--- config.mk ---
export PLATFORM = sky130hd
export DESIGN_NAME = sbi_core
export DESIGN_NICKNAME = d
export VERILOG_FILES = /design/src/shared/sbi_pkg.sv /design/src/shared/sbi_tick_if.sv /design/src/hdl/sbi_sync3.sv /design/src/hdl/sbi_scl_div.sv /design/src/hdl/sbi_core.sv
export SDC_FILE = /design/constraint.sdc
export NUM_CORES = 1
export LEC_CHECK = 0
export BUFFER_PORTS_ARGS = -buffer_cell sky130_fd_sc_hd__buf_2
export CORE_AREA = 3 3 94 163
export CTS_BUF_LIST = sky130_fd_sc_hd__clkbuf_4
export DETAILED_ROUTE_END_ITERATION = 8
export DIE_AREA = 0 0 97 166
export REMOVE_ABC_BUFFERS = 1
export SYNTH_ARGS = -nofsm -noshare
export SYNTH_HDL_FRONTEND = slang
export SYNTH_SLANG_ARGS = --single-unit
--- constraint.sdc ---
create_clock -name pclk -period 6.8 [get_ports pclk]
set_input_delay 1.02 -clock pclk [delete_from_list [all_inputs] [get_ports pclk]]
set_output_delay 1.02 -clock pclk [all_outputs]
set_load 0.02 [all_outputs]
--- src/shared/sbi_pkg.sv ---
/*
  Constants, register map and state type of the serial bus block.
  Assumes one 10 MHz clock that also stands for the high-frequency clock.
*/
`default_nettype none
package sbi_pkg;
  // ----------------------------------------------------------------
  // Timing
  // ----------------------------------------------------------------
  localparam int unsigned CLK_PERIOD_NS = 100;
  localparam int unsigned SRST_TIME_NS = 200;
  localparam int unsigned SRST_CYCLES =
    (SRST_TIME_NS + CLK_PERIOD_NS - 1) / CLK_PERIOD_NS;
  localparam int unsigned SCL_N_BASE = 4; // n for rate code 000
  localparam int unsigned SCL_FIXED_HALF = 4; // half of the 8/fc term
  localparam logic [2:0] SCK_MAX_CODE = 3'h6;
  // ----------------------------------------------------------------
  // Register indexes (byte address is four times the index)
  // ----------------------------------------------------------------
  localparam logic [11:0] IDX_CTRL_A = 12'hf90; // reads status A
  localparam logic [11:0] IDX_BUF = 12'hf91;
  localparam logic [11:0] IDX_OWN = 12'hf92;
  localparam logic [11:0] IDX_CTRL_B = 12'hf93; // reads status B
  localparam logic [11:0] IDX_INT_ST = 12'hf94;
  localparam logic [11:0] IDX_INT_MASK = 12'hf95;
  // ----------------------------------------------------------------
  // Fields
  // ----------------------------------------------------------------
  localparam int unsigned BC_LSB = 5;
  localparam int unsigned ACK_BIT = 4;
  localparam int unsigned ALS_BIT = 0;
  localparam int unsigned MST_BIT = 7;
  localparam int unsigned TRX_BIT = 6;
  localparam int unsigned BB_BIT = 5;
  localparam int unsigned PIN_BIT = 4;
  localparam int unsigned MODE_LSB = 2;
  localparam int unsigned INT_DONE = 0;
  localparam int unsigned INT_MATCH = 1;
  localparam int unsigned INT_SRST = 2;
  localparam logic [1:0] RST_CODE_FIRST = 2'h2;
  localparam logic [1:0] RST_CODE_SECOND = 2'h1;
  localparam logic [1:0] MODE_I2C = 2'h2;
  localparam logic [3:0] FULL_BITS = 4'h8;
  // ----------------------------------------------------------------
  // Reset values
  // ----------------------------------------------------------------
  localparam logic [7:0] CTRL_A_RST = 8'h00;
  localparam logic [7:0] OWN_ADDR_RST = 8'h00;
  localparam logic [7:0] BUF_RST = 8'h00;
  localparam logic [2:0] INT_RST = 3'h0;
  // Master engine states
  typedef enum logic [2:0] {
    ST_IDLE = 3'h0, ST_START = 3'h1, ST_LOW = 3'h3, ST_HIGH = 3'h2,
    ST_WAIT = 3'h6, ST_STOP = 3'h7, ST_STOPH = 3'h5
  } sbi_state_t;
endpackage
`default_nettype wire

--- src/shared/sbi_tick_if.sv ---
/*
  Rate code, run and half-period tick between engine and divider.
  Assumes both ends sit on pclk.
*/
`timescale 1ns/1ps
`default_nettype none
interface sbi_tick_if;
  logic [2:0] rate;
  logic run;
  logic tick;
  modport ctl (output rate, output run, input tick);
  modport div (input rate, input run, output tick);
endinterface
`default_nettype wire

--- src/hdl/sbi_sync3.sv ---
/*
  Three-stage input synchroniser; output follows once stages two and
  three agree. Assumes an idle-high open-drain line.
*/
`timescale 1ns/1ps
`default_nettype none
module sbi_sync3 (
  input wire logic pclk,
  input wire logic presetn,
  input wire logic d,
  output logic q
);
  logic s1;
  logic s2;
  logic s3;
  // Shift chain and agreement filter
  always_ff @(posedge pclk or negedge presetn) begin
    if (!presetn) begin
      s1 <= 1'b1;
      s2 <= 1'b1;
      s3 <= 1'b1;
      q <= 1'b1;
    end else begin
      s1 <= d;
      s2 <= s1;
      s3 <= s2;
      if (s2 == s3) begin
        q <= s3;
      end
    end
  end
endmodule // sbi_sync3
`default_nettype wire

--- src/hdl/sbi_scl_div.sv ---
/*
  SCL half-period divider on the core clock.
  Assumes rate code and run come from the engine on the same clock.
*/
`timescale 1ns/1ps
`default_nettype none
module sbi_scl_div (
  input wire logic pclk,
  input wire logic presetn,
  sbi_tick_if.div t
);
  logic [10:0] cnt;
  logic [2:0] rate_q;
  logic [2:0] code;
  logic [10:0] half;
  // Half period is 2^n + 4 cycles, n = code + 4; 111 treated as 110
  always_comb begin
    code = (t.rate > sbi_pkg::SCK_MAX_CODE) ? sbi_pkg::SCK_MAX_CODE
                                           : t.rate;
    half = 11'(11'h1 << (4'(code) + 4'(sbi_pkg::SCL_N_BASE)))
         + 11'(sbi_pkg::SCL_FIXED_HALF);
  end
  // Counter restarts whenever the code changes
  always_ff @(posedge pclk or negedge presetn) begin
    if (!presetn) begin
      cnt <= 11'h000;
      rate_q <= 3'h0;
      t.tick <= 1'b0;
    end else begin
      rate_q <= t.rate;
      if (!t.run || rate_q != t.rate) begin
        cnt <= 11'h000;
        t.tick <= 1'b0;
      end else if (cnt == half - 11'h001) begin
        cnt <= 11'h000;
        t.tick <= 1'b1;
      end else begin
        cnt <= cnt + 11'h001;
        t.tick <= 1'b0;
      end
    end
  end
endmodule // sbi_scl_div
`default_nettype wire

--- src/hdl/sbi_core.sv ---
/*
  Serial bus control block: APB registers, soft reset, master engine,
  slave receiver with own-address match, interrupt status and mask.
  Assumes open-drain SCL and SDA resolved outside, APB on pclk.
*/
// Chosen here: the APB interface to the registers.
`timescale 1ns/1ps
`default_nettype none
module sbi_core (
  input wire logic pclk,
  input wire logic presetn,
  input wire logic psel,
  input wire logic penable,
  input wire logic pwrite,
  input wire logic [15:0] paddr,
  input wire logic [31:0] pwdata,
  output logic [31:0] prdata,
  output logic pready,
  output logic pslverr,
  input wire logic scl_in,
  output logic scl_out,
  output logic scl_oe_n,
  input wire logic sda_in,
  output logic sda_out,
  output logic sda_oe_n,
  output logic irq
);
  // ----------------------------------------------------------------
  // Declarations
  // ----------------------------------------------------------------
  logic [7:0] ctrl_a;
  logic [7:0] own_addr;
  logic [7:0] tx_byte;
  logic [7:0] rx_byte;
  logic mst, trx, pin, bus_busy, aas, ad0, lrb;
  logic [1:0] mode;
  logic rst_arm;
  logic [1:0] srst_cnt;
  logic srst_act, srst_go, mon;
  logic [2:0] int_st, int_mask;
  logic [11:0] idx;
  logic hit, acc, wr, wr_a, wr_b, wr_buf, wr_own, rd_buf;
  logic [7:0] rd_data;
  logic scl_s, sda_s, scl_q, sda_q;
  logic start_det, stop_det, scl_rise, scl_fall;
  sbi_pkg::sbi_state_t state;
  logic [7:0] shift;
  logic [3:0] bit_cnt, nbits, total_clk;
  logic m_sda_low, start_cmd, stop_cmd, m_done, bit_val;
  logic [7:0] next_shift;
  logic [7:0] sshift, next_sshift;
  logic [3:0] scnt, s_nbits, s_total;
  logic addr_phase, s_ack_low, s_byte_end, s_addr_hit, s_rx_done;
  logic s_want_ack;
  sbi_tick_if tk ();

  // ----------------------------------------------------------------
  // Bus decode
  // ----------------------------------------------------------------
  // Word index, hit for the six mapped words
  assign idx = paddr[13:2];
  assign hit = paddr[15:14] == 2'h0 && paddr[1:0] == 2'h0 &&
               idx >= sbi_pkg::IDX_CTRL_A && idx <= sbi_pkg::IDX_INT_MASK;
  assign acc = psel && penable;
  assign wr = acc && pwrite && hit;
  assign wr_a = wr && idx == sbi_pkg::IDX_CTRL_A;
  assign wr_b = wr && idx == sbi_pkg::IDX_CTRL_B;
  assign wr_buf = wr && idx == sbi_pkg::IDX_BUF;
  assign wr_own = wr && idx == sbi_pkg::IDX_OWN;
  assign rd_buf = acc && !pwrite && hit && idx == sbi_pkg::IDX_BUF;
  assign pready = 1'b1;
  assign pslverr = acc && !hit; // Unmapped word

  // Read mux; write-only words read as zero
  always_comb begin
    unique case (idx)
      sbi_pkg::IDX_CTRL_A: rd_data = {7'h00, mon};
      sbi_pkg::IDX_BUF: rd_data = rx_byte;
      sbi_pkg::IDX_CTRL_B:
        rd_data = {mst, trx, bus_busy, pin, 1'b0, aas, ad0, lrb};
      sbi_pkg::IDX_INT_ST: rd_data = {5'h00, int_st};
      sbi_pkg::IDX_INT_MASK: rd_data = {5'h00, int_mask};
      default: rd_data = 8'h00;
    endcase
  end

  // Read data captured in the setup cycle
  always_ff @(posedge pclk or negedge presetn) begin
    if (!presetn) begin
      prdata <= 32'h0000_0000;
    end else if (psel && !penable && !pwrite) begin
      prdata <= hit ? {24'h00_0000, rd_data} : 32'h0000_0000;
    end
  end

  // ----------------------------------------------------------------
  // Soft reset
  // ----------------------------------------------------------------
  assign srst_go = wr_b && mode == sbi_pkg::MODE_I2C && rst_arm &&
                   pwdata[1:0] == sbi_pkg::RST_CODE_SECOND;
  assign srst_act = srst_cnt != 2'h0;
  assign mon = !srst_act;

  // Code sequence and hold counter
  always_ff @(posedge pclk or negedge presetn) begin
    if (!presetn) begin
      rst_arm <= 1'b0;
      srst_cnt <= 2'h0;
    end else begin
      if (srst_go) begin
        srst_cnt <= 2'(sbi_pkg::SRST_CYCLES);
      end else if (srst_act) begin
        srst_cnt <= srst_cnt - 2'h1;
      end
      if (wr_b) begin
        rst_arm <= pwdata[1:0] == sbi_pkg::RST_CODE_FIRST;
      end
    end
  end

  // ----------------------------------------------------------------
  // Registers
  // ----------------------------------------------------------------
  // Control A; a start condition clears the bit count
  always_ff @(posedge pclk or negedge presetn) begin
    if (!presetn) begin
      ctrl_a <= sbi_pkg::CTRL_A_RST;
    end else if (srst_act) begin
      ctrl_a <= sbi_pkg::CTRL_A_RST;
    end else begin
      if (wr_a) begin
        ctrl_a <= pwdata[7:0];
      end
      if (start_det) begin
        ctrl_a[7:5] <= 3'h0;
      end
    end
  end

  // Own address and transmit byte
  always_ff @(posedge pclk or negedge presetn) begin
    if (!presetn) begin
      own_addr <= sbi_pkg::OWN_ADDR_RST;
      tx_byte <= sbi_pkg::BUF_RST;
    end else if (srst_act) begin
      own_addr <= sbi_pkg::OWN_ADDR_RST;
    end else begin
      if (wr_own) begin
        own_addr <= pwdata[7:0];
      end
      if (wr_buf) begin
        tx_byte <= pwdata[7:0];
      end
    end
  end

  // Control B; operating mode survives a soft reset
  always_ff @(posedge pclk or negedge presetn) begin
    if (!presetn) begin
      mst <= 1'b0;
      trx <= 1'b0;
      mode <= 2'h0;
    end else if (srst_act) begin
      mst <= 1'b0;
      trx <= 1'b0;
    end else if (wr_b) begin
      mst <= pwdata[sbi_pkg::MST_BIT];
      trx <= pwdata[sbi_pkg::TRX_BIT];
      mode <= pwdata[sbi_pkg::MODE_LSB +: 2];
    end
  end

  // Service request: low after a byte, released by software access
  always_ff @(posedge pclk or negedge presetn) begin
    if (!presetn) begin
      pin <= 1'b1;
    end else if (srst_act) begin
      pin <= 1'b1;
    end else if (m_done || s_rx_done || s_addr_hit) begin
      pin <= 1'b0;
    end else if (wr_buf || rd_buf ||
                 (wr_b && pwdata[sbi_pkg::PIN_BIT])) begin
      pin <= 1'b1;
    end
  end

  // Receive byte from either engine
  always_ff @(posedge pclk or negedge presetn) begin
    if (!presetn) begin
      rx_byte <= sbi_pkg::BUF_RST;
    end else if (m_done) begin
      rx_byte <= next_shift;
    end else if (s_rx_done) begin
      rx_byte <= next_sshift;
    end
  end

  // Sticky events, write one to clear, set wins
  always_ff @(posedge pclk or negedge presetn) begin
    if (!presetn) begin
      int_st <= sbi_pkg::INT_RST;
      int_mask <= sbi_pkg::INT_RST;
    end else begin
      int_st <= (int_st & ~((wr && idx == sbi_pkg::IDX_INT_ST) ?
                 pwdata[2:0] : 3'h0)) |
                {srst_cnt == 2'h1, s_addr_hit, m_done | s_rx_done};
      if (wr && idx == sbi_pkg::IDX_INT_MASK) begin
        int_mask <= pwdata[2:0];
      end
    end
  end
  assign irq = |(int_st & int_mask);

  // ----------------------------------------------------------------
  // Line sensing
  // ----------------------------------------------------------------
  sbi_sync3 u_scl_sync (.pclk(pclk), .presetn(presetn), .d(scl_in),
                        .q(scl_s));
  sbi_sync3 u_sda_sync (.pclk(pclk), .presetn(presetn), .d(sda_in),
                        .q(sda_s));

  // Previous line levels and bus busy
  always_ff @(posedge pclk or negedge presetn) begin
    if (!presetn) begin
      scl_q <= 1'b1;
      sda_q <= 1'b1;
      bus_busy <= 1'b0;
    end else begin
      scl_q <= scl_s;
      sda_q <= sda_s;
      if (srst_act || stop_det) begin
        bus_busy <= 1'b0;
      end else if (start_det) begin
        bus_busy <= 1'b1;
      end
    end
  end
  assign start_det = scl_s && scl_q && sda_q && !sda_s;
  assign stop_det = scl_s && scl_q && !sda_q && sda_s;
  assign scl_rise = scl_s && !scl_q;
  assign scl_fall = !scl_s && scl_q;

  // ----------------------------------------------------------------
  // Master engine
  // ----------------------------------------------------------------
  assign nbits = (ctrl_a[7:5] == 3'h0) ? sbi_pkg::FULL_BITS
                                       : {1'b0, ctrl_a[7:5]};
  assign total_clk = nbits + {3'h0, ctrl_a[sbi_pkg::ACK_BIT]};
  assign start_cmd = wr_b && state == sbi_pkg::ST_IDLE && !bus_busy &&
                     mode == sbi_pkg::MODE_I2C && &pwdata[7:4];
  assign stop_cmd = wr_b && state == sbi_pkg::ST_WAIT &&
                    pwdata[sbi_pkg::MST_BIT] && pwdata[sbi_pkg::TRX_BIT] &&
                    !pwdata[sbi_pkg::BB_BIT] && pwdata[sbi_pkg::PIN_BIT];
  assign m_done = state == sbi_pkg::ST_HIGH && tk.tick &&
                  bit_cnt == total_clk - 4'h1;
  assign next_shift = (bit_cnt < nbits) ? {shift[6:0], sda_s} : shift;
  // Data bit MSB first; master receiver acknowledges in the slot
  assign bit_val = (bit_cnt < nbits) ? (trx && !shift[7])
                                     : (!trx && ctrl_a[sbi_pkg::ACK_BIT]);
  assign tk.rate = ctrl_a[2:0];
  assign tk.run = state != sbi_pkg::ST_IDLE && state != sbi_pkg::ST_WAIT;

  sbi_scl_div u_div (.pclk(pclk), .presetn(presetn), .t(tk));

  // Start, bit clocks, wait with SCL low, stop
  always_ff @(posedge pclk or negedge presetn) begin
    if (!presetn) begin
      state <= sbi_pkg::ST_IDLE;
      scl_oe_n <= 1'b1;
      m_sda_low <= 1'b0;
      shift <= 8'h00;
      bit_cnt <= 4'h0;
      lrb <= 1'b0;
    end else if (srst_act) begin
      state <= sbi_pkg::ST_IDLE;
      scl_oe_n <= 1'b1;
      m_sda_low <= 1'b0;
      lrb <= 1'b0;
    end else begin
      unique case (state)
        sbi_pkg::ST_IDLE: if (start_cmd) begin
          m_sda_low <= 1'b1;
          state <= sbi_pkg::ST_START;
        end
        sbi_pkg::ST_START: if (tk.tick) begin
          scl_oe_n <= 1'b0;
          shift <= tx_byte;
          bit_cnt <= 4'h0;
          state <= sbi_pkg::ST_LOW;
        end
        sbi_pkg::ST_LOW: begin
          m_sda_low <= bit_val;
          if (tk.tick) begin
            scl_oe_n <= 1'b1;
            state <= sbi_pkg::ST_HIGH;
          end
        end
        sbi_pkg::ST_HIGH: if (tk.tick) begin
          scl_oe_n <= 1'b0;
          shift <= next_shift;
          lrb <= sda_s;
          bit_cnt <= bit_cnt + 4'h1;
          state <= m_done ? sbi_pkg::ST_WAIT : sbi_pkg::ST_LOW;
        end
        sbi_pkg::ST_WAIT: begin
          m_sda_low <= 1'b0;
          if (stop_cmd) begin
            m_sda_low <= 1'b1;
            state <= sbi_pkg::ST_STOP;
          end else if (wr_buf) begin
            shift <= pwdata[7:0];
            bit_cnt <= 4'h0;
            state <= sbi_pkg::ST_LOW;
          end
        end
        sbi_pkg::ST_STOP: if (tk.tick) begin
          scl_oe_n <= 1'b1;
          state <= sbi_pkg::ST_STOPH;
        end
        sbi_pkg::ST_STOPH: if (tk.tick) begin
          m_sda_low <= 1'b0;
          state <= sbi_pkg::ST_IDLE;
        end
        default: state <= sbi_pkg::ST_IDLE;
      endcase
    end
  end

  // ----------------------------------------------------------------
  // Slave receiver
  // ----------------------------------------------------------------
  assign s_nbits = addr_phase ? sbi_pkg::FULL_BITS : nbits;
  assign s_total = s_nbits + {3'h0, ctrl_a[sbi_pkg::ACK_BIT]};
  assign next_sshift = {sshift[6:0], sda_s};
  assign s_byte_end = !mst && scl_rise && scnt == s_nbits - 4'h1;
  assign s_addr_hit = s_byte_end && addr_phase &&
                      ((!own_addr[sbi_pkg::ALS_BIT] &&
                        next_sshift[7:1] == own_addr[7:1]) ||
                       next_sshift == 8'h00);
  assign s_rx_done = s_byte_end && !addr_phase && aas;
  assign s_want_ack = ctrl_a[sbi_pkg::ACK_BIT] && aas && !trx;

  // Clock counting, address match, acknowledge drive
  always_ff @(posedge pclk or negedge presetn) begin
    if (!presetn) begin
      scnt <= 4'h0;
      sshift <= 8'h00;
      addr_phase <= 1'b0;
      aas <= 1'b0;
      ad0 <= 1'b0;
      s_ack_low <= 1'b0;
    end else if (srst_act || mst) begin
      scnt <= 4'h0;
      addr_phase <= 1'b0;
      aas <= srst_act ? 1'b0 : aas;
      ad0 <= srst_act ? 1'b0 : ad0;
      s_ack_low <= 1'b0;
    end else if (start_det) begin
      scnt <= 4'h0;
      addr_phase <= 1'b1;
      aas <= 1'b0;
      ad0 <= 1'b0;
      s_ack_low <= 1'b0;
    end else begin
      if (scl_rise && scnt < s_total) begin
        scnt <= scnt + 4'h1;
        if (scnt < s_nbits) begin
          sshift <= next_sshift;
        end
      end
      if (s_byte_end && addr_phase) begin
        aas <= s_addr_hit;
        ad0 <= s_addr_hit && next_sshift == 8'h00;
      end
      if (scl_fall && scnt == s_nbits && s_want_ack) begin
        s_ack_low <= 1'b1;
      end
      if (scl_fall && scnt == s_total) begin
        scnt <= 4'h0;
        addr_phase <= 1'b0;
        s_ack_low <= 1'b0;
      end
    end
  end

  // Open-drain pins only ever pull low
  assign scl_out = 1'b0;
  assign sda_out = 1'b0;
  assign sda_oe_n = !(m_sda_low || s_ack_low);
endmodule // sbi_core
`default_nettype wire

==> results.json, run 1 <==
{
  "layout_commonest_cell": "dfrtp_1",
  "dpl.hpwl_mm": 11.8,
  "final_nets": 757,
  "finalNonFillerCells": 864,
  "yosysSeqAreaShare_pct": 44.5,
  "avgRoutedWirePerCell_um": 18.4,
  "syn_to_final_growth_pct": 6.04,
  "cts_resized": 0,
  "grt_pass1_vias": 5063,
  "drt.antenna.violating_nets": 0,
  "r2r_end": "shift[3]$_DFFE_PN0P_",
  "synth_flop_cell": "dfrtp_1",
  "viasPerCell": 5.70,
  "synth_largest_area_cell": "dfrtp_1",
  "drtPass1Iterations": 4,
  "leakage_nw": 3.12,
  "globalplace.congestion": 0.877,
  "track_usage_pct": 19.8,
  "period_share_pct": 48.4,
  "postCtsSetupBuffers": 0,
  "synth_cell_types": 66,
  "drtIter0Drc": 257,
  "hold_depth": 0,
  "hold_viol": 0,
  "h-tree-depth": 3,
  "cts-buffers-inserted": 9,
  "grt_max_degree": 83,
  "wirelength_mm": 15.9,
  "worstSetupStartpointType": "input port",
  "cts_tree": "built",
  "fin_tns_setup_ps": 0,
  "synth_top_area_share_pct": 39.5,
  "holdBufCountCts": 0,
  "antenna_found_initial": 1,
  "die_h_um": 166,
  "finalPower_w": 0.00130,
  "cts_root_buffer": "clkbuf_4",
  "grt_first_pass_wirelength_mm": 25.8,
  "holdCritPathClass": "flip-flop to flip-flop",
  "synth_xor_xnor_area_share_pct": 4.70,
  "final_layout_size_suffix_gt1_share_pct": 16.2,
  "tightestPinTransition_ps": 1060,
  "slew_headroom_pct": 29.2,
  "hp-start": "u_scl_sync.s1$_DFF_PN1_",
  "die_w_um": 97,
  "fmax_mhz": 304,
  "ys_ff_latch": 112,
  "clock_skew_ps": 21.6,
  "syn_area_per_cell_um2": 9.72,
  "r2r_slack_ps": 3520,
  "clk_pin_slew_ps": 160,
  "layout_common_cells": "dfrtp_1, nor2_1, nand2_1",
  "setup_viol": 0,
  "status": "finished clean",
  "drc": 0,
  "drv_slew": 0,
  "postSynth.asyncResetShare_pct": 100,
  "yosysWarnings": 0,
  "netlist_area_um2": 6340,
  "clock_latency_ps": 490,
  "powerDensity_nw_per_um2": 193,
  "ir_drop_v": 0.0000804,
  "ys_top_cells_by_area": "dfrtp_1, mux2_2, dfstp_2",
  "core_area_um2": 14000,
  "clock_path_buffers": 2,
  "path_class": "input port to flip-flop",
  "cap_violations": 0,
  "reg2reg_from": "ctrl_a[5]$_DFFE_PN0P_",
  "critPathRequiredTime_ps": 7190,
  "rr_worst_depth": 8,
  "synthAdderAreaFrac_pct": 4.46,
  "synth_top_family_by_area": "simple AND/OR/NAND/NOR gates",
  "dieArea_um2": 16100,
  "arrival_ps": 3680,
  "gr-total-overflow": 0,
  "muxShareOfSynthArea_pct": 6.93,
  "synth_compound_area_share_pct": 14.7,
  "whs_endpoint": "u_scl_sync.s2$_DFF_PN1_",
  "crit_fanout": 12,
  "min_period_ps": 3290,
  "cts.sinks": 112,
  "io_buffers": 42,
  "ios": 94,
  "synthSimpleGateAreaFrac_pct": 18.5,
  "rsz0062_at_grt": "no",
  "rows": 57,
  "start_util_pct": 45.1,
  "route.vias.total": 4926,
  "dpl.cell_count": 847,
  "end_kind": "flip-flop",
  "synth_edf_count": 0,
  "syn_inst": 652
}
==> stage by stage <==
step	util (%)	hold WS, ps	cell area, µm²	setup slack [ps]
floorplan	-	345	6130	3580
global placement	47.0	345	6600	3020
detailed placement	47.0	350	6600	2990
CTS	47.8	370	6720	3500
global route	47.8	376	6720	3180
finish	47.8	368	6720	3510
==> how the worst max path moves through the flow <==
stage / depth (start not counted) / slack [ps] / start / endpoint
finish: 7 / 3510 / paddr[7] / bit_cnt[2]$_DFFE_PN0P_
global route: 8 / 3180 / ctrl_a[6]$_DFFE_PN0P_ / shift[1]$_DFFE_PN0P_
CTS: 8 / 3500 / ctrl_a[5]$_DFFE_PN0P_ / shift[3]$_DFFE_PN0P_
detailed placement: 7 / 2990 / paddr[7] / bit_cnt[2]$_DFFE_PN0P_
global placement: 7 / 3020 / paddr[7] / bit_cnt[2]$_DFFE_PN0P_
floorplan: 6 / 3580 / paddr[15] / bit_cnt[2]$_DFFE_PN0P_
==> cells in the mapped netlist, types with 6 or more instances <==
master and instances:
a21oi_1 30, a22o_1 23, a31oi_1 12, and3_1 7
buf_4 27, clkbuf_1 23, dfrtp_1 100, dfstp_2 12
ha_1 21, inv_1 22, mux2_2 30, mux2i_1 9
nand2_1 53, nand2b_1 16, nand3_1 22, nand3b_1 9
nor2_1 61, nor2b_1 11, nor3_1 9, nor4_1 6
o21ai_0 19, o22ai_1 6, xnor2_1 10, xor2_1 24
==> report_power, final <==
group	internal (W)	switching, W	total (W)
sequential	0.000713	0.0000665	0.000779
clock	0.0000815	0.000231	0.000312
combinational	0.0000951	0.000110	0.000205
total	0.000889	0.000407	0.00130
==> per-layer routing <==
| metal | global-route usage, % | vias up | wire (µm) |
|---|---|---|---|
| li1 | - | 2340 | - |
| met1 | 21.2 | 2458 | 6130 |
| met2 | 37.9 | 92 | 8740 |
| met3 | 2.31 | 36 | 422 |
| met4 | 9.41 | 0 | 597 |
| met5 | 0 | - | 0 |
==> cell families after synthesis <==
logic type / count (synthesis)
other cells: 2
buf+inv: 76
simple gates: 228
fa+ha+maj: 23
compound gates: 137
flops: 112
mux: 40
xor+xnor: 34
==> state kept, by name (all words and copies together), names as in the netlist, 2 cells and up <==
register,cells
ctrl_a,7
state,3
int_mask,3
own_addr,8
scnt,4
sshift,7
tx_byte,8
u_div.rate_q,3
srst_cnt,2
shift,8
int_st,3
u_div.cnt,11
prdata,8
mode,2
rx_byte,8
bit_cnt,4
==> critical path: stages <==
cell and delay (ps):
buf_2 90, nand4bb_1 260, or4b_1 720, or3_1 410, a21oi_1 790, o31ai_1 160
a21o_1 210
==> layout make-up <==
type                       count  area, µm²
inverter                      23       86.3
fill                        1352       7330
clock inverter                 6       43.8
sequential                   112       2820
antenna                        1       2.50
clock buffer                  10       75.1
tap                          177        221
timing repair buffer          46        243
multi-input combinational    489       3230
No activity file was read; power rests on OpenSTA's default activity.
==> inputs of run 2 (changes only) <==
Clock period 6.8 ns to 3.18 ns, I/O delays scaled along.
==> results.json, run 2 (synthesis gave the netlist of run 1 again) <==
{
  "status": "finished clean",
  "crit_start": "addr_phase$_DFFE_PN0P_",
  "io_buffers": 42,
  "largest_register": "u_div.cnt",
  "postCtsSetupBuffers": 0,
  "core_area_um2": 14000,
  "cts_root_buffer": "clkbuf_4",
  "worstSetupStartpointType": "flip-flop",
  "grt_pass1_vias": 5052,
  "crit_slowest_cell": "dfrtp_1",
  "leakage_nw": 3.20,
  "drtIter0Drc": 198,
  "hp-start": "scl_in",
  "setup_viol": 0,
  "min_period_ps": 2910,
  "crit_fanout": 8,
  "end_kind": "flip-flop",
  "clock_skew_ps": 18.1,
  "layout_common_cells": "dfrtp_1, nor2_1, nand2_1",
  "rows": 57,
  "gr-total-overflow": 0,
  "holdCritPathClass": "input port to flip-flop",
  "grt_max_degree": 75,
  "holdWs_ps": 81.9,
  "die_h_um": 166,
  "fmax_mhz": 344,
  "cts_resized": 0,
  "ios": 94,
  "slew_headroom_pct": 37.5,
  "viasPerCell": 5.69,
  "finalPower_w": 0.00279,
  "drc": 0,
  "ir_drop_v": 0.000212,
  "cts.sinks": 112,
  "hold_viol": 0,
  "dieArea_um2": 16100,
  "final_util_pct": 48.7,
  "period_share_pct": 91.5,
  "cap_violations": 0,
  "drtPass1Iterations": 4,
  "largest_reg_flops": 11,
  "clock_latency_ps": 480,
  "grt_first_pass_wirelength_mm": 26.1,
  "crit_buf_inv": 2,
  "cts_tree": "built",
  "rsz0062_at_grt": "no",
  "crit_top_cell": "ha_1",
  "dpl.hpwl_mm": 12.4,
  "final_nets": 771,
  "track_usage_pct": 20.4,
  "cts-buffers-inserted": 9,
  "route.vias.total": 4996,
  "wirelength_mm": 16.3,
  "drv_slew": 0,
  "layout_commonest_cell": "dfrtp_1",
  "syn_to_final_growth_pct": 7.88,
  "reg2reg_from": "addr_phase$_DFFE_PN0P_",
  "start_util_pct": 45.1,
  "critical_path.top_delay_family": "compound AO/OA/AOI/OAI gates",
  "powerDensity_nw_per_um2": 408,
  "clk_pin_slew_ps": 180,
  "tightestPinTransition_ps": 938,
  "holdBufCountCts": 0,
  "h-tree-depth": 3,
  "die_w_um": 97,
  "path_class": "flip-flop to flip-flop",
  "clock_path_buffers": 2,
  "cp_cell_sequence": "nand2b_1 -> inv_1 -> ha_1 -> a311oi_1 -> ha_1 -> a211oi_1 -> o21ai_1 -> nor4bb_1 -> buf_4 -> mux2_2",
  "globalplace.congestion": 0.839,
  "avgRoutedWirePerCell_um": 18.6,
  "arrival_ps": 3300,
  "fin_tns_setup_ps": 0,
  "drt.antenna.violating_nets": 0,
  "final_layout_size_suffix_gt1_share_pct": 18.0,
  "antenna_found_initial": 1,
  "cp_slowest_stage_delay_ps": 500,
  "critPathRequiredTime_ps": 3570
}
[run 2: cell types whose count changed in the layout (fill, tap and decap cells not counted)]
cell and delta:
buf_4 +14, clkinv_1 -1, clkinv_4 +1, clkinv_8 +1, clkinvlp_4 -1, inv_6 +1, inv_8 -1
[run 2: worst paths after layout]
path	endpoint	slack, ps	cells past startpoint
setup / recovery	sshift[2]$_DFFE_PN0P_	270	10
hold / removal	u_scl_sync.s1$_DFF_PN1_	80	1
setup reg to reg	sshift[2]$_DFFE_PN0P_	270	10
hold reg to reg	u_scl_sync.s2$_DFF_PN1_	360	0
max in group asynchronous	tx_byte[4]$_DFFE_PN0P_	2230	2
min in group asynchronous	bit_cnt[3]$_DFFE_PN0P_	110	1
[run 2: per-layer routing]
layer	track usage, %	up-vias	routed length (µm)
li1	-	2369	-
met1	22.0	2455	6110
met2	37.1	126	8730
met3	2.48	46	522
met4	12.8	0	922
met5	0	-	0
[run 2: cell type report]
type	instances	area, µm²
Antenna cell	1	2.50
Clock inverter	6	55.1
Sequential cell	112	2820
Tap cell	177	221
Inverter	23	86.3
Fill cell	1353	7210
Multi-Input combinational cell	489	3230
Clock buffer	10	75.1
Timing Repair Buffer	60	348
[run 2: where the power goes]
part           total, W  switching, W  internal [W]
combinational  0.000443      0.000235      0.000208
clock          0.000676      0.000493      0.000182
sequential      0.00167      0.000144       0.00152
total           0.00279      0.000873       0.00191
[run 2: metrics by stage]
step           setup slack, ps  instance area (µm²)  std cells
2_1_floorplan              106                 6130        624
3_3_place_gp               248                 6700        861
3_5_place_dp               225                 6700        861
4_1_cts                    243                 6830        877
5_1_grt                   44.7                 6840        878
6_report                   271                 6840        878
